===== config.mk =====
export PLATFORM = sky130hd
export DESIGN_NAME = fsil_top
export DESIGN_NICKNAME = d
export VERILOG_FILES = /design/src/verilog/fsil_pkg.sv /design/src/verilog/fsil_timer.sv /design/src/verilog/fsil_top.sv
export SDC_FILE = /design/constraint.sdc
export NUM_CORES = 1
export LEC_CHECK = 0
export BUFFER_PORTS_ARGS = -buffer_cell sky130_fd_sc_hd__buf_2
export CAP_MARGIN = 15
export CORE_ASPECT_RATIO = 1.75
export CORE_UTILIZATION = 41
export CTS_BUF_LIST = sky130_fd_sc_hd__clkbuf_16
export CTS_CLUSTER_DIAMETER = 150
export DETAILED_ROUTE_END_ITERATION = 6
export MAX_ROUTING_LAYER = met4
export SLEW_MARGIN = 15
export SYNTH_ARGS = -nofsm -noshare
export SYNTH_HDL_FRONTEND = slang
export SYNTH_HIERARCHICAL = 1
export SYNTH_SLANG_ARGS = --single-unit

===== constraint.sdc =====
create_clock -name clk -period 3.2 [get_ports clk]
set_input_delay 0.64 -clock clk [delete_from_list [all_inputs] [get_ports clk]]
set_output_delay 0.64 -clock clk [all_outputs]
set_load 0.005 [all_outputs]

===== src/verilog/fsil_pkg.sv =====
// constants, types and register map of the fieldbus slave interrupt logic
// assumes a 250 MHz system clock and cycle events delivered as one-cycle pulses
// Functional notes
// a source requests only while its enable bit is one; zero masks it.
// reset clears every enable bit, so all sources start masked.
// processor reads event registers only after a request, never by polling.
// watchdog expiry flags bus-inactive, drops bus-active, leaves data registers intact.
// parameter-channel send event at end of every data or identification cycle.
// parameter-channel receive event at end of valid data cycle with idle bit one.
// entering bus reset flags the bus-reset event and clears process data.
// processor software always handles the bus-reset event.
// write n to address 8; after n valid data cycles raise cycle-counter event.
// while the cycle counter runs, reading address 8 returns its count.
// completed identification cycle raises the identification-cycle event.
// end of each valid data cycle raises the valid-data event.
// invalid data cycle raises invalid-data event; output bytes stay from last valid.
// check-sequence start raises an event; processor finishes accesses within 60 us.
// no valid cycle within 50/200/1000 ms resets process data; off disables it.
// link-layer timeout emits one 375 ns low pulse on external register reset.
// timeout period comes only from the bus master, not the processor.
// link-layer timeout is reported to the processor as an event.
// an enabled event sets its event bit and drives the request line low.
// reading an event register clears it and releases the request line.
// request stays asserted while any enabled event bit remains pending.
package fsil_pkg;

  localparam int unsigned CLK_MHZ         = 250;
  localparam int unsigned TICK_NS         = 1000;
  localparam int unsigned TICK_CYC        = TICK_NS * CLK_MHZ / 1000;
  localparam int unsigned EXTERNAL_REGISTER_RESET_N_PULSE_NS = 375;
  localparam int unsigned EXTERNAL_REGISTER_RESET_N_CYC      = (EXTERNAL_REGISTER_RESET_N_PULSE_NS * CLK_MHZ + 999) / 1000;
  localparam int unsigned CHECK_WINDOW_US = 60;
  localparam int unsigned LT_SHORT_MS     = 50;
  localparam int unsigned LT_MID_MS       = 200;
  localparam int unsigned LT_LONG_MS      = 1000;
  localparam int unsigned TICKS_PER_MS    = 1000 / (TICK_NS / 1000);

  localparam logic [3:0] ADR_EV1    = 4'h4;
  localparam logic [3:0] ADR_EN1    = 4'h4;
  localparam logic [3:0] ADR_EV2    = 4'h5;
  localparam logic [3:0] ADR_CYC    = 4'h8;
  localparam logic [3:0] ADR_CYC_M1 = 4'h6;
  localparam logic [3:0] ADR_CYC_M2 = 4'hE;
  localparam logic [3:0] ADR_EN2    = 4'hE;

  localparam logic [7:0] EN_RESET = 8'h00;
  localparam logic [7:0] EV_RESET = 8'h00;
  localparam logic [7:0] CC_RESET = 8'h00;

  // event I / enable I positions
  localparam int unsigned B1_INACT = 0;
  localparam int unsigned B1_SEND  = 1;
  localparam int unsigned B1_RECV  = 2;
  localparam int unsigned B1_BRST  = 3;
  localparam int unsigned B1_CYC   = 4;
  localparam int unsigned B1_IDC   = 5;
  localparam int unsigned B1_DCYC  = 6;
  // event II positions
  localparam int unsigned B2_CHK   = 0;
  localparam int unsigned B2_VALID = 1;
  localparam int unsigned B2_INVAL = 2;
  localparam int unsigned B2_LT    = 3;
  // enable II positions
  localparam int unsigned E2_CHK   = 0;
  localparam int unsigned E2_LT    = 1;

  typedef enum logic [1:0] {
    FSIL_LT_OFF,
    FSIL_LT_SHORT,
    FSIL_LT_MID,
    FSIL_LT_LONG
  } fsil_lt_sel_e;

  typedef struct packed {
    logic data_valid;
    logic data_invalid;
    logic id_end;
    logic idle_bit;
    logic check_seq;
    logic bus_reset;
    logic user_update;
  } fsil_evt_s;

endpackage


===== src/verilog/fsil_timer.sv =====
// restartable timeout counter stepped by a slow tick enable
// assumes tick is a one-cycle pulse; holds after expiry until restarted
`timescale 1ns/1ps
`default_nettype none
module fsil_timer #(
  parameter int unsigned CNT_W = 20
) (
  input  wire logic             clk,     // system clock
  input  wire logic             rstn,    // async reset, active low
  input  wire logic             tick,    // slow time base enable
  input  wire logic             restart, // clear count and re-arm
  input  wire logic             enable,  // zero keeps the timer idle
  input  wire logic [CNT_W-1:0] limit,   // ticks until expiry
  output logic                  expire   // one-cycle expiry pulse
);

  initial begin
    if (CNT_W < 2 || CNT_W > 31) $error("fsil_timer: CNT_W out of range");
  end

  logic [CNT_W-1:0] cnt_ff;
  logic [CNT_W-1:0] nxt_cnt;
  logic             done_ff;
  logic             nxt_done;
  logic             hit;

  always_comb begin
    nxt_cnt  = cnt_ff;
    nxt_done = done_ff;
    hit      = 1'b0;
    if (restart || !enable) begin
      nxt_cnt  = '0;
      nxt_done = 1'b0;
    end else if (tick && !done_ff) begin
      if (cnt_ff + CNT_W'(1) >= limit) begin
        hit      = 1'b1;
        nxt_done = 1'b1;
        nxt_cnt  = '0;
      end else begin
        nxt_cnt = cnt_ff + CNT_W'(1);
      end
    end
  end

  always_ff @(posedge clk or negedge rstn) begin
    if (!rstn) begin
      cnt_ff  <= '0;
      done_ff <= 1'b0;
      expire  <= 1'b0;
    end else begin
      cnt_ff  <= nxt_cnt;
      done_ff <= nxt_done;
      expire  <= hit;
    end
  end

endmodule
`default_nettype wire


===== src/verilog/fsil_top.sv =====
// interrupt logic of the fieldbus slave: event latching, enables, request line,
// cycle counter, bus-activity watchdog and link-layer timeout
// assumes cycle events arrive as one-cycle pulses from the protocol engine and
// processor port pins are already synchronous to clk
`timescale 1ns/1ps
`default_nettype none
module fsil_top
  import fsil_pkg::*;
#(
  parameter int unsigned LT_SHORT_TICKS = LT_SHORT_MS * TICKS_PER_MS,
  parameter int unsigned LT_MID_TICKS   = LT_MID_MS * TICKS_PER_MS,
  parameter int unsigned LT_LONG_TICKS  = LT_LONG_MS * TICKS_PER_MS,
  parameter int unsigned TICK_CYCLES    = TICK_CYC,
  parameter int unsigned WD_W           = 16
) (
  input  wire logic         clk,                       // system clock
  input  wire logic         rstn,                      // power-up reset, active low
  input  wire logic [3:0]   adr,                       // processor register address
  input  wire logic         cs_n,                      // chip select, active low
  input  wire logic         rd_n,                      // read strobe, active low
  input  wire logic         wr_n,                      // write strobe, active low
  input  wire logic [7:0]   data_i,                    // data pins, input side
  output logic [7:0]        data_o,                    // data pins, output side
  output logic              data_oe_n,                 // low while driving data pins
  output logic              irq_n,                     // interrupt request, active low
  input  wire fsil_evt_s    evt,                       // bus cycle events
  input  wire fsil_lt_sel_e link_layer_timeout_sel,    // period set by the bus master
  input  wire logic [WD_W-1:0] wd_limit_us,            // watchdog period, zero is off
  output logic              bus_active,                // bus-active diagnostic
  output logic              process_data_clear,        // pulse: clear process data
  output logic              external_register_reset_n  // 375 ns low pulse on timeout
);

  // shared timer width must hold both the longest timeout and the full watchdog field
  localparam int unsigned LT_W = ($clog2(LT_LONG_TICKS + 1) > WD_W) ?
                                 $clog2(LT_LONG_TICKS + 1) : WD_W;
  localparam int unsigned DIV_W = $clog2(TICK_CYCLES + 1);

  initial begin
    if (TICK_CYCLES < 2) $error("fsil_top: TICK_CYCLES too small");
    if (LT_SHORT_TICKS == 0 || LT_MID_TICKS == 0 || LT_LONG_TICKS == 0)
      $error("fsil_top: timeout ticks must be nonzero");
    if (LT_LONG_TICKS < LT_MID_TICKS || LT_MID_TICKS < LT_SHORT_TICKS)
      $error("fsil_top: timeout ticks must rise with the period");
    if (WD_W < 2 || WD_W > 30) $error("fsil_top: WD_W out of range");
  end

  function automatic logic [LT_W-1:0] lt_limit(input fsil_lt_sel_e sel);
    unique case (sel)
      FSIL_LT_SHORT: lt_limit = LT_W'(LT_SHORT_TICKS);
      FSIL_LT_MID:   lt_limit = LT_W'(LT_MID_TICKS);
      FSIL_LT_LONG:  lt_limit = LT_W'(LT_LONG_TICKS);
      default:       lt_limit = '0;
    endcase
  endfunction

  typedef enum logic {CC_IDLE, CC_RUN} fsil_cc_e;

  // processor port strobes
  logic              rd_act;
  logic              wr_act;
  logic              rd_act_ff;
  logic              wr_act_ff;
  logic [3:0]        adr_ff;
  logic [7:0]        wdat_ff;
  logic              rd_end;
  logic              wr_end;
  logic [7:0]        data_o_ff;
  logic [7:0]        nxt_data_o;
  logic              oe_n_ff;

  assign rd_act = !cs_n && !rd_n;
  assign wr_act = !cs_n && !wr_n;
  // access completes on the release edge of the strobe or select
  assign rd_end = rd_act_ff && !rd_act;
  assign wr_end = wr_act_ff && !wr_act;

  // register state
  logic [7:0]        en1_ff;
  logic [7:0]        nxt_en1;
  logic [7:0]        en2_ff;
  logic [7:0]        nxt_en2;
  logic [7:0]        ev1_ff;
  logic [7:0]        nxt_ev1;
  logic [7:0]        ev2_ff;
  logic [7:0]        nxt_ev2;
  logic [7:0]        set1;
  logic [7:0]        set2;
  logic [7:0]        cc_ff;
  logic [7:0]        nxt_cc;
  fsil_cc_e          cc_st_ff;
  fsil_cc_e          nxt_cc_st;
  logic              cc_fire;
  logic              irq_ff;
  logic              nxt_irq;

  // time base and timers
  logic [DIV_W-1:0]  div_ff;
  logic [DIV_W-1:0]  nxt_div;
  logic              tick;
  logic              wd_expire;
  logic              lt_expire;
  logic              ba_ff;
  logic              nxt_ba;
  logic [7:0]        rr_ff;
  logic [7:0]        nxt_rr;
  logic              clr_ff;
  logic              nxt_clr;

  always_comb begin
    tick    = (div_ff == DIV_W'(TICK_CYCLES - 1));
    nxt_div = tick ? '0 : div_ff + DIV_W'(1);
  end

  // watchdog: runs only while the bus is seen active
  fsil_timer #(
    .CNT_W (LT_W)
  ) u_wd (
    .clk     (clk),
    .rstn    (rstn),
    .tick    (tick),
    .restart (evt.user_update),
    .enable  (ba_ff && (wd_limit_us != '0)),
    .limit   (LT_W'(wd_limit_us)),
    .expire  (wd_expire)
  );

  // period select is a master-driven input only; no processor register reaches it
  fsil_timer #(
    .CNT_W (LT_W)
  ) u_lt (
    .clk     (clk),
    .rstn    (rstn),
    .tick    (tick),
    .restart (evt.data_valid || evt.id_end),
    .enable  (link_layer_timeout_sel != FSIL_LT_OFF),
    .limit   (lt_limit(link_layer_timeout_sel)),
    .expire  (lt_expire)
  );

  // cycle counter
  always_comb begin
    nxt_cc    = cc_ff;
    nxt_cc_st = cc_st_ff;
    cc_fire   = 1'b0;
    if (wr_end && adr_ff == ADR_CYC) begin
      nxt_cc    = wdat_ff;
      nxt_cc_st = (wdat_ff != 8'h00) ? CC_RUN : CC_IDLE;
    end else begin
      unique case (cc_st_ff)
        CC_IDLE: nxt_cc_st = CC_IDLE;
        CC_RUN: begin
          if (evt.data_valid) begin
            nxt_cc = cc_ff - 8'h01;
            if (cc_ff == 8'h01) begin
              cc_fire   = 1'b1;
              nxt_cc_st = CC_IDLE;
            end
          end
        end
      endcase
    end
  end

  // event sources, each gated by its enable bit
  always_comb begin
    set1           = 8'h00;
    set2           = 8'h00;
    set1[B1_INACT] = en1_ff[B1_INACT] && wd_expire;
    set1[B1_SEND]  = en1_ff[B1_SEND] && (evt.data_valid || evt.data_invalid
                     || evt.id_end);
    set1[B1_RECV]  = en1_ff[B1_RECV] && evt.data_valid && evt.idle_bit;
    set1[B1_BRST]  = en1_ff[B1_BRST] && evt.bus_reset;
    set1[B1_CYC]   = en1_ff[B1_CYC] && cc_fire;
    set1[B1_IDC]   = en1_ff[B1_IDC] && evt.id_end;
    set2[B2_VALID] = en1_ff[B1_DCYC] && evt.data_valid;
    set2[B2_INVAL] = en1_ff[B1_DCYC] && evt.data_invalid;
    set2[B2_CHK]   = en2_ff[E2_CHK] && evt.check_seq;
    set2[B2_LT]    = en2_ff[E2_LT] && lt_expire;
  end

  // a read clears its register; a coincident event still sets its bit
  always_comb begin
    nxt_ev1 = ((rd_end && adr_ff == ADR_EV1) ? EV_RESET : ev1_ff) | set1;
    nxt_ev2 = ((rd_end && adr_ff == ADR_EV2) ? EV_RESET : ev2_ff) | set2;
    nxt_en1 = (wr_end && adr_ff == ADR_EN1) ? wdat_ff : en1_ff;
    nxt_en2 = (wr_end && adr_ff == ADR_EN2) ? wdat_ff : en2_ff;
  end

  // request held while any enabled bit is pending; masking later drops it
  always_comb begin
    nxt_irq = 1'b0;
    if ((nxt_ev1[B1_INACT] && en1_ff[B1_INACT]) || (nxt_ev1[B1_SEND] && en1_ff[B1_SEND]) ||
        (nxt_ev1[B1_RECV] && en1_ff[B1_RECV]) || (nxt_ev1[B1_BRST] && en1_ff[B1_BRST]) ||
        (nxt_ev1[B1_CYC] && en1_ff[B1_CYC]) || (nxt_ev1[B1_IDC] && en1_ff[B1_IDC]) ||
        ((nxt_ev2[B2_VALID] || nxt_ev2[B2_INVAL]) && en1_ff[B1_DCYC]) ||
        (nxt_ev2[B2_CHK] && en2_ff[E2_CHK]) || (nxt_ev2[B2_LT] && en2_ff[E2_LT]))
      nxt_irq = 1'b1;
  end

  // bus activity, process data clear and external register reset pulse
  always_comb begin
    nxt_ba  = ba_ff;
    if (evt.user_update)
      nxt_ba = 1'b1;
    if (wd_expire)
      nxt_ba = 1'b0;
    if (evt.bus_reset)
      nxt_ba = 1'b0;
    // watchdog expiry leaves data alone; only reset and timeout clear it
    nxt_clr = evt.bus_reset || lt_expire;
    nxt_rr  = (rr_ff != 8'h00) ? rr_ff - 8'h01 : 8'h00;
    if (lt_expire)
      nxt_rr = 8'(EXTERNAL_REGISTER_RESET_N_CYC);
  end

  // read data: counter value mirrors at the reserved addresses
  always_comb begin
    nxt_data_o = data_o_ff;
    if (rd_act) begin
      unique case (adr)
        ADR_EV1:                     nxt_data_o = ev1_ff;
        ADR_EV2:                     nxt_data_o = ev2_ff;
        ADR_CYC, ADR_CYC_M1, ADR_CYC_M2: nxt_data_o = cc_ff;
        default:                     nxt_data_o = 8'h00;
      endcase
    end
  end

  always_ff @(posedge clk or negedge rstn) begin
    if (!rstn) begin
      rd_act_ff <= 1'b0;
      wr_act_ff <= 1'b0;
      adr_ff    <= 4'h0;
      wdat_ff   <= 8'h00;
      data_o_ff <= 8'h00;
      oe_n_ff   <= 1'b1;
    end else begin
      rd_act_ff <= rd_act;
      wr_act_ff <= wr_act;
      if (rd_act || wr_act)
        adr_ff <= adr;
      if (wr_act)
        wdat_ff <= data_i;
      data_o_ff <= nxt_data_o;
      oe_n_ff   <= !rd_act;
    end
  end

  always_ff @(posedge clk or negedge rstn) begin
    if (!rstn) begin
      en1_ff   <= EN_RESET;
      en2_ff   <= EN_RESET;
      ev1_ff   <= EV_RESET;
      ev2_ff   <= EV_RESET;
      irq_ff   <= 1'b0;
      cc_ff    <= CC_RESET;
      cc_st_ff <= CC_IDLE;
    end else begin
      en1_ff   <= nxt_en1;
      en2_ff   <= nxt_en2;
      ev1_ff   <= nxt_ev1;
      ev2_ff   <= nxt_ev2;
      irq_ff   <= nxt_irq;
      cc_ff    <= nxt_cc;
      cc_st_ff <= nxt_cc_st;
    end
  end

  always_ff @(posedge clk or negedge rstn) begin
    if (!rstn) begin
      div_ff <= '0;
      ba_ff  <= 1'b0;
      clr_ff <= 1'b0;
      rr_ff  <= 8'h00;
    end else begin
      div_ff <= nxt_div;
      ba_ff  <= nxt_ba;
      clr_ff <= nxt_clr;
      rr_ff  <= nxt_rr;
    end
  end

  assign data_o                    = data_o_ff;
  assign data_oe_n                 = oe_n_ff;
  assign irq_n                     = !irq_ff;
  assign bus_active                = ba_ff;
  assign process_data_clear        = clr_ff;
  assign external_register_reset_n = (rr_ff == 8'h00);

endmodule
`default_nettype wire


* Word level (Yosys, flattened, before mapping)
Index checks and enable logic that the tools add are counted.
Cells by class: $add $sub $neg 5, magnitude comparators 2, equal/unequal tests 14, mux-type cells 41, bitwise logic cells 3, reductions and logical operators 74
Operators with widths (count):
- $mux 20 | 6
- $mux 8 | 8
- $pmux 20 s3 | 1
- $add 20x1->20 const B | 2
- $logic_and 1x1->1 | 32
- $mux 1 | 24
- $pmux 8 s3 | 1
- $eq 4x3->1 const B | 5
- $ge 20x16->1 | 1
- $ge 20x20->1 | 1
- $eq 4x4->1 const B | 4
- $logic_or 1x1->1 | 16
- $reduce_bool 16->1 | 1
- $reduce_bool 8->1 | 2
- $sub 8x1->8 const B | 2
- $reduce_bool 2->1 | 7
- $logic_not 1->1 | 10
- $add 8x1->8 const B | 1
- $eq 8x1->1 const B | 1
- $eq 8x8->1 const B | 1
- $logic_not 8->1 | 1
- $or 8x4->8 | 1
- $or 8x6->8 | 1
- $reduce_and 2->1 | 3
- other kinds (6) | 7
Word-level totals: bits in registers 120, output and inout bits 13

* Logic depth before layout (Yosys ltp)
Gate-level depths: netlist (run 1).
depth after elaboration 18, depth in mapped cells 13, depth with buffers taken out 12

* Cells and area by module
The synthesis (run 1) kept the hierarchy.
Modules (own cells, without submodules):
- fsil_timer | times used 2, cells an instance 214, area each 1905.6 sq um, sequential area each 550.5 sq um
- fsil_top | times used 1, cells an instance 301, area each 3334.4 sq um, sequential area each 1752.9 sq um

* Worst setup path after synthesis (run 1)
No wires, ideal clock.
path kind register to register, start point register u_lt.cnt_ff[2], end point register u_lt.cnt_ff[15], setup time 0.064 ns, data arrival time 2.990 ns, slack 0.145 ns, cell stages (with the launch flop) 13, period minus slack after synthesis 3.055 ns, cells stage by stage dfrtp_1 nand2_1 nor4_4 and2b_2 nand3_1 xnor2_1 ha_1 nand4_4 nor3_2 a2111o_1 a211o_4 nor4b_4 a21o_1
Between the ends: cells in the longest elaborated chain, start to end 5
Ends and longest elaborated chain:
- from (decl) | line fsil_timer.sv:21 | logic [CNT_W-1:0] cnt_ff;
- from (signal assigned) | line fsil_timer.sv:51 | cnt_ff <= nxt_cnt;
- $add 20x1->20 (*) | line fsil_timer.sv:35, fsil_timer.sv:40
- $ge 20x20->1 | line fsil_timer.sv:35 | if (cnt_ff + CNT_W'(1) >= limit) begin
- $mux 20 (*) | line fsil_timer.sv:35
- $mux 20 (*) | line fsil_timer.sv:34 | end else if (tick && !done_ff) begin
- $mux 20 (*) | line fsil_timer.sv:31 | if (restart || !enable) begin
Mark *: on every way between the ends. The rest lies on a longest branch, timed or not. The select of a mux whose other input is x is not followed. A chain may end at the register's enable or synchronous reset.

* Worst setup path after layout (run 1)
start point register u_lt.cnt_ff[1], end point register u_lt.cnt_ff[0]
Between the ends: cells in the longest elaborated chain, start to end 5
Ends and longest elaborated chain (line):
- $add 20x1->20 | fsil_timer.sv:35
- $ge 20x20->1 | fsil_timer.sv:35
- $mux 20 | fsil_timer.sv:35
- $mux 20 | fsil_timer.sv:34
- $mux 20 | fsil_timer.sv:31
No other way between the ends. The select of a mux whose other input is x is not followed.

==> results of run 1 <==
==> registers in the layout, summed over array words and instances (netlist names), 2 cells and up <==
name         count
wdat_ff          8
en2_ff           2
u_lt/cnt_ff     20
ev1_ff           6
ev2_ff           4
data_o           8
cc_ff            8
adr_ff           4
div_ff           8
rr_ff            8
en1_ff           7
u_wd/cnt_ff     20
==> stage by stage <==
stage / setup TNS [ns] / setup WS [ns]
finish: 0 / 0.0437
global route: -0.391 / -0.0664
CTS: 0 / 0.000307
detailed placement: -0.888 / -0.0662
global placement: 0 / 0.0413
floorplan: 0 / 0.145
==> where the power goes <==
part	switching (mW)	total (mW)	internal [mW]
registers	0.251	1.93	1.68
clock network	0.681	1.89	1.21
logic	0.399	0.777	0.379
==> routing by layer <==
layer,global-route usage (%),up-vias,part of all wire (%)
met3,4.34,45,2.8
met5,-,-,0
met4,10.9,0,4.1
met1,21.7,2918,38
met2,38.8,131,55
li1,-,2856,-
==> what timing repair did <==
| action | in CTS | in global routing |
|---|---|---|
| gates cloned | 0 | 2 |
| setup endpoints to repair | 33 | 42 |
| pin swaps | 2 | 28 |
| hold buffers | 0 | 0 |
| resized for setup | 7 | 38 |
| buffers inserted | 1 | 17 |
==> Yosys cell counts, types with 8 or more instances <==
master	instances
a21o_1	8
dfrtp_1	113
mux2_1	24
ha_1	53
nand3_1	31
xnor2_1	35
nor2b_1	8
nand4_1	10
a22o_1	16
nand2_1	91
xor2_1	18
o21ai_1	14
inv_1	62
clkbuf_1	9
o21ai_0	18
nor2_1	38
nor3_1	19
and2_1	10
a21oi_1	17
o21ai_2	18
nor4_1	9
==> worst paths after layout <==
check / cells past startpoint / from / slack, ns / endpoint
max: 12 / u_lt/cnt_ff[1] / 0.04 / u_lt/cnt_ff[0]
min: 1 / rstn / 0.20 / u_wd/cnt_ff[9]
max reg2reg: 12 / u_lt/cnt_ff[1] / 0.04 / u_lt/cnt_ff[0]
min reg2reg: 1 / rr_ff[0] / 0.46 / rr_ff[0]
max in group asynchronous: 2 / rstn / 2.29 / cc_st_ff
min in group clk: 2 / data_i[1] / 0.45 / wdat_ff[1]
==> kinds of logic (layout without fill, tap and decap cells) <==
kind of cell,count (synthesis),in the layout
AOI/OAI and AO/OA,145,147
buffers and inverters,77,216
other,1,13
muxes,27,27
adders and majority gates,53,53
DFF,114,114
and+or+nand+nor,259,259
xor gates and xnor gates,53,53
==> area by class of cell <==
type                    instances  area, µm²  share of cell area (%)
flip-flops and latches        114       2860                    31.7
well taps                     227        284                    3.15
inverters                      63        236                    2.62
multi-input cells             551       4250                    47.1
clock inverters                15        169                    1.87
diodes                          1       2.50                  0.0278
clock buffers                  17        425                    4.72
repair buffers                121        792                    8.78
==> results.md, run 1 <==
- Run status: completed
- Crit end category: flip-flop
- Static leakage: 4.23 nW
- Slowest-stage cell, CP: a2111o_1
- Drt via density: 5.37
- 1st-iter DRT viols: 198
- Gr usage total: 21.6%
- Final hold violations: 0
- Xor/xnor share of the synthesized area: 6.50%
- Antenna violations before repair: 1
- Post-Place Cells: 1056
- Clk root buf: clkbuf_16
- Num ports: 55
- Routability cong.: 0.928
- Global-route wire length before repair: 28800 µm
- Nets: 963
- Worst-Margin Slew: 0.661 ns
- Placed inst area: 0.00805 mm²
- Pin count of the biggest net entering global routing: 59
- Pwr Density: 510 mW/mm²
- RSZ-0062 raised after global routing: yes
- Register area share after synthesis: 39.9%
- H-tree lvl count: 4
- Yosys warning count: 6
- Crit path kind: flip-flop to flip-flop
- Drt pass-1 iters: 4
- EDFF count, synth: 0
- Latest clock arrival within the worst-skew pair: 0.41 ns
- Final min period: 3.16 ns
- Rel. slew slack: 55.9%
- Worst-path cell chain: ha_2 > nand4_1 > nor3_2 > nand2_1 > xnor2_2 > ha_1 > nand4_4 > nor3_1 > a2111o_1 > a211o_4 > nor2_4 > mux2_2
- Synth Flop Type: dfrtp_1
- Number of port buffers: 54
- Compound-gate portion of the synthesized area: 15.3%
- Synth top area share: 39.6%
- Power Total: 4.60 mW
- Final setup fails: 0
- Gr ovfl total: 0
- Clock sink count: 114
- Max Freq: 317 MHz
- CTS tree: done
- Initial core utilization: 42.0%
- Library cells used by synthesis: 64
- Final ANT Viol Nets: 0
- Final std cell area, no fill: 0.00902 mm²
- Die Area: 0.0180 mm²
- Peak VDD IR: 0.267 mV
- Most common cell after layout, fill and taps aside: dfrtp_1
- Hold WC Path Type: input port to asynchronous set/reset pin
- Adder-cell share of the synthesized area: 9.28%
- Main combinational cell family by area after synthesis: simple AND/OR/NAND/NOR gates
- Share of post-route cells with drive strength above 1: 27.8%
- Core Util, Final: 53.0%
- Cell count after synthesis: 729
- Avg Inst Size Synth: 9.80 µm²
- Ys async rst share: 100%
- Yosys reg bits: 114
- Die W: 102 µm
- Top post-synthesis cells by area: dfrtp_1 40%, ha_1 9.3%, nand2_1 4.8%
- Period utilization: 98.6%
- Crit start category: flip-flop
- CP peak stage delay: 0.41 ns
- MaxCap Viol Count: 0
- Clk buf depth: 2
- DR WL/cell: 16.3 µm
- Final hold slack: 0.204 ns
- Worst-path clk slew: 0.06 ns
- Commonest non-fill, non-tap cells in the layout: 108 x dfrtp_1, 87 x nand2_1, 66 x buf_4
- Synth Cell Area: 0.00715 mm²
- Critical path buffers and inverters: 0
- Hpwl dp: 13600 µm
- Area leader, netlist: dfrtp_1
- Via count: 5950
- Mux cell area share after synthesis: 4.25%
- Crit-path max FO: 6
- WL final: 18100 µm
- Syn-to-layout area delta: 26.2%
- CP delay by family, top: simple AND/OR/NAND/NOR gates
- Vias in the first global route: 6119
- Worst EP arrival: 3.50 ns
- Filler cells: 1602
- Final max-slew violation count: 0
- Die Y: 177 µm
- Core area: 0.0170 mm²
- Finished Layout Cells: 1109
- CTS buffer count: 17
- Simple-Gate Fraction of Synth Area: 20.4%
- Number of cell rows: 63
- Critical path data required time: 3.54 ns
- Clock skew: 0.00808 ns
- DRC viols: 0
Power figures use the tool's default switching activity.
==> run 2: changes to the inputs <==
--- a/config.mk
+++ b/config.mk
@@ -5,14 +5,16 @@
 export SDC_FILE = /design/constraint.sdc
 export NUM_CORES = 1
 export LEC_CHECK = 0
+export ABC_AREA = 1
 export BUFFER_PORTS_ARGS = -buffer_cell sky130_fd_sc_hd__buf_2
 export CAP_MARGIN = 15
 export CORE_ASPECT_RATIO = 1.75
-export CORE_UTILIZATION = 41
+export CORE_UTILIZATION = 56
 export CTS_BUF_LIST = sky130_fd_sc_hd__clkbuf_16
 export CTS_CLUSTER_DIAMETER = 150
 export DETAILED_ROUTE_END_ITERATION = 6
 export MAX_ROUTING_LAYER = met4
+export PLACE_DENSITY = 0.78
 export SLEW_MARGIN = 15
 export SYNTH_ARGS = -nofsm -noshare
 export SYNTH_HDL_FRONTEND = slang
==> run 2 against run 1 <==
Effect of this change:
- the run now ends with design-rule violations left
- maximum frequency increased by 8.7%
- flip-flop and latch count unchanged
- first-iteration DRC count increased by 10%
- count of clock-buffer cells in the layout unchanged
- synthesized cell count increased by 46%
- largest cell class unchanged
- largest power group unchanged
==> results.md, run 2 <==
- Synth top area share: 37.0% (-2.6 points)
- Seq pwr share: 41.1% (-0.8 points)
- Switch share: 30.9% (+1.9 points)
- Clk pwr share: 39.9% (-1.3 points)
- Worst-path clk slew: 0.05 ns (about the same)
- Clock skew: 0.00775 ns (-0.000324 ns)
- Max Freq: 344 MHz (+8.7%)
- Period utilization: 90.8% (-7.9 points)
- Post-Place Cells: 1292 (+22%)
- Drt via density: 5.18 (-3.5%)
- Num ports: 55 (unchanged)
- Comb power frac: 19.0% (+2.1 points)
- Most common cell after layout, fill and taps aside: nand2_1
- DRC viols: 1 (+1)
- Worst-path cell chain: ha_1 > nand2_1 > nor2_2 > nand2_2 > nor2_2 > a21oi_1 > nor2_2 > ha_1 > nand2_1 > inv_1 > nand2_1 > nand2_1 > a21oi_1 > nand3_1 > nor2_1 > buf_4 > nand3_1 > nand2_1
- Synth Cell Area: 0.00764 mm² (+6.9%)
- Post-CTS Repair Setup Buffers: 0 (-1)
- Share of post-route cells with drive strength above 1: 13.7% (-14 points)
- Final setup fails: 0 (unchanged)
- Run status: finished with violations
- Latest clock arrival within the worst-skew pair: 0.41 ns (about the same)
- RSZ-0062 raised after global routing: no
- Critical R2R Launch: u_wd/cnt_ff[0]
- Avg Inst Size Synth: 7.19 µm² (-27%)
- Nets: 1232 (+28%)
- Synth top cells by count: 305 x nand2_1, 169 x inv_1, 116 x nor2_1
- Core Util, Final: 65.0% (+12 points)
- Hpwl dp: 14100 µm (+3.5%)
- EDFF count, synth: 0 (unchanged)
- Die Area: 0.0141 mm² (-21%)
- Rel. slew slack: 60.3% (+4.4 points)
- Final max-slew violation count: 0 (unchanged)
- Crit-path max FO: 20 (+14)
- Pwr Density: 521 mW/mm² (+2.2%)
- Register area share after synthesis: 37.4% (-2.6 points)
- Die Y: 157 µm (-11%)
- Violated checks: design-rule violations
- Library cells used by synthesis: 43 (-33%)
- Clock sink count: 114 (unchanged)
- CTS buffer count: 17 (unchanged)
- Post-CTS sizing: 0 (-7)
- Crit end category: flip-flop
- Final min period: 2.90 ns (-0.252 ns)
- Via count: 6854 (+15%)
- Routability cong.: 0.902 (-2.9%)
- Core area: 0.0134 mm² (-21%)
- DR WL/cell: 13.9 µm (-15%)
- Initial core utilization: 57.1% (+15 points)
- Slowest-stage cell, CP: dfrtp_1
- Cell count after synthesis: 1063 (+46%)
- Yosys warning count: 6 (unchanged)
- Commonest non-fill, non-tap cells in the layout: 305 x nand2_1, 169 x inv_1, 116 x nor2_1
- Clk root buf: clkbuf_16
- Top post-synthesis cells by area: dfrtp_1 37%, nand2_1 15%, ha_1 8.7%
- CTS tree: done
- Static leakage: 4.81 nW (+14%)
- Ys async rst share: 100% (unchanged)
- Syn-to-layout area delta: 13.8%
- CP startpoint: u_wd/cnt_ff[0]
- Final hold slack: 0.225 ns (+0.0215 ns)
- Antenna violations before repair: 0 (-1)
- MaxCap Viol Count: 0 (unchanged)
- Worst-Margin Slew: 0.595 ns (-0.0664 ns)
- Final ANT Viol Nets: 0 (unchanged)
- Peak VDD IR: 0.315 mV (+18%)
- Pint: 3.13 mW (-4.1%)
- Worst EP arrival: 3.25 ns (-0.25 ns)
- Most frequent cell after synthesis: nand2_1
- Critical path data required time: 3.55 ns (about the same)
- Internal reg-to-reg setup slack: 0.30 ns (+0.25 ns)
- Most frequent CP cell: nand2_1
- Hold WC Path Type: input port to asynchronous set/reset pin
- Clk buf depth: 2 (unchanged)
- Number of port buffers: 54 (unchanged)
- Final hold violations: 0 (unchanged)
- Area leader, netlist: dfrtp_1
- Global-route wire length before repair: 30500 µm (+5.9%)
- Largest registers: u_lt/cnt_ff: 20 flops, u_wd/cnt_ff: 20 flops
- Vias in the first global route: 6886 (+13%)
- Setup TNS: 0 ns (unchanged)
- Finished Layout Cells: 1324 (+19%)
- Yosys reg bits: 114 (unchanged)
- # diodes: 0 (-1)
- Pin count of the biggest net entering global routing: 69 (+17%)
- Power Total: 4.53 mW (-1.5%)
- WL final: 18400 µm (+1.5%)
- 1st-iter DRT viols: 218 (+10%)
- Synth Flop Type: dfrtp_1
- Drt pass-1 iters: 7 (+3)
- Sw Pwr: 1.40 mW (+5.1%)
- CP peak stage delay: 0.43 ns (+0.02 ns)
- Gr ovfl total: 0 (unchanged)
- Hold_buf cts: 0 (unchanged)
- Crit start category: flip-flop
- H-tree lvl count: 4 (unchanged)
- Die W: 90.3 µm (-11%)
- Number of cell rows: 56 (-11%)
- Gr usage total: 28.4% (+6.8 points)
- Crit path kind: flip-flop to flip-flop
## run 2: area by class of cell
cell class / instances / area [µm²]
tap: 174 / 218
fill: 1206 / 4690
clock inverter: 15 / 143
multi-input combinational: 766 / 4050
timing repair buffer: 62 / 345
clock buffer: 17 / 425
sequential: 114 / 2850
inverter: 176 / 661
## run 2: final timing paths
kind	endpoint	cells past startpoint
max	u_wd/cnt_ff[11]	18
min	u_wd/cnt_ff[15]	1
max reg2reg	u_wd/cnt_ff[11]	18
min reg2reg	rr_ff[0]	1
max in group asynchronous	ev2_ff[1]	3
min in group clk	rr_ff[0]	1
## run 2: power by group through the flow
stage | sequential (mW) | clock [mW] | combinational, mW
2_1_floorplan | 1.82 | 0 | 0.612
3_3_place_gp | 1.87 | 0 | 0.825
3_5_place_dp | 1.87 | 0 | 0.850
4_1_cts | 1.86 | 1.83 | 0.864
5_1_grt | 1.88 | 1.89 | 0.994
6_report | 1.86 | 1.81 | 0.860
## run 2: worst max-delay path: cells and delay by family, from the launching register on
family | cells | cell delay, ns
AO/OA/AOI/OAI | 2 | 0.29
buffers and inverters | 2 | 0.29
adder cells (fa/ha/maj) | 2 | 0.53
flip-flops | 1 | 0.43
AND/OR/NAND/NOR | 12 | 1.29
## run 2: stage by stage
| step | worst slack [ns] | cell area, µm² |
|---|---|---|
| 2_1_floorplan | 0.762 | 7680 |
| 3_3_place_gp | 0.394 | 8130 |
| 3_5_place_dp | 0.320 | 8130 |
| 4_1_cts | 0.313 | 8690 |
| 5_1_grt | 0.0269 | 8690 |
| 6_report | 0.296 | 8690 |
## run 2: cells by family after synthesis
| group | Yosys count | synth area share, % |
|---|---|---|
| AND/OR/NAND/NOR | 574 | 33.3 |
| AO/OA/AOI/OAI | 102 | 7.52 |
| flip-flops | 114 | 37.4 |
| buffers and inverters | 194 | 10.2 |
| other | 1 | 0.0491 |
| XOR/XNOR | 25 | 2.87 |
| adder cells (fa/ha/maj) | 53 | 8.68 |
## run 2: per-layer routing
| layer | part of all wire, % | vias to the layer above | routed length [µm] | track usage [%] |
|---|---|---|---|---|
| li1 | - | 3459 | - | - |
| met1 | 36 | 3217 | 6590 | 26.5 |
| met2 | 57 | 126 | 10600 | 54.9 |
| met3 | 2.6 | 52 | 486 | 4.57 |
| met4 | 4.1 | 0 | 747 | 14.6 |
| met5 | 0 | - | 0 | - |
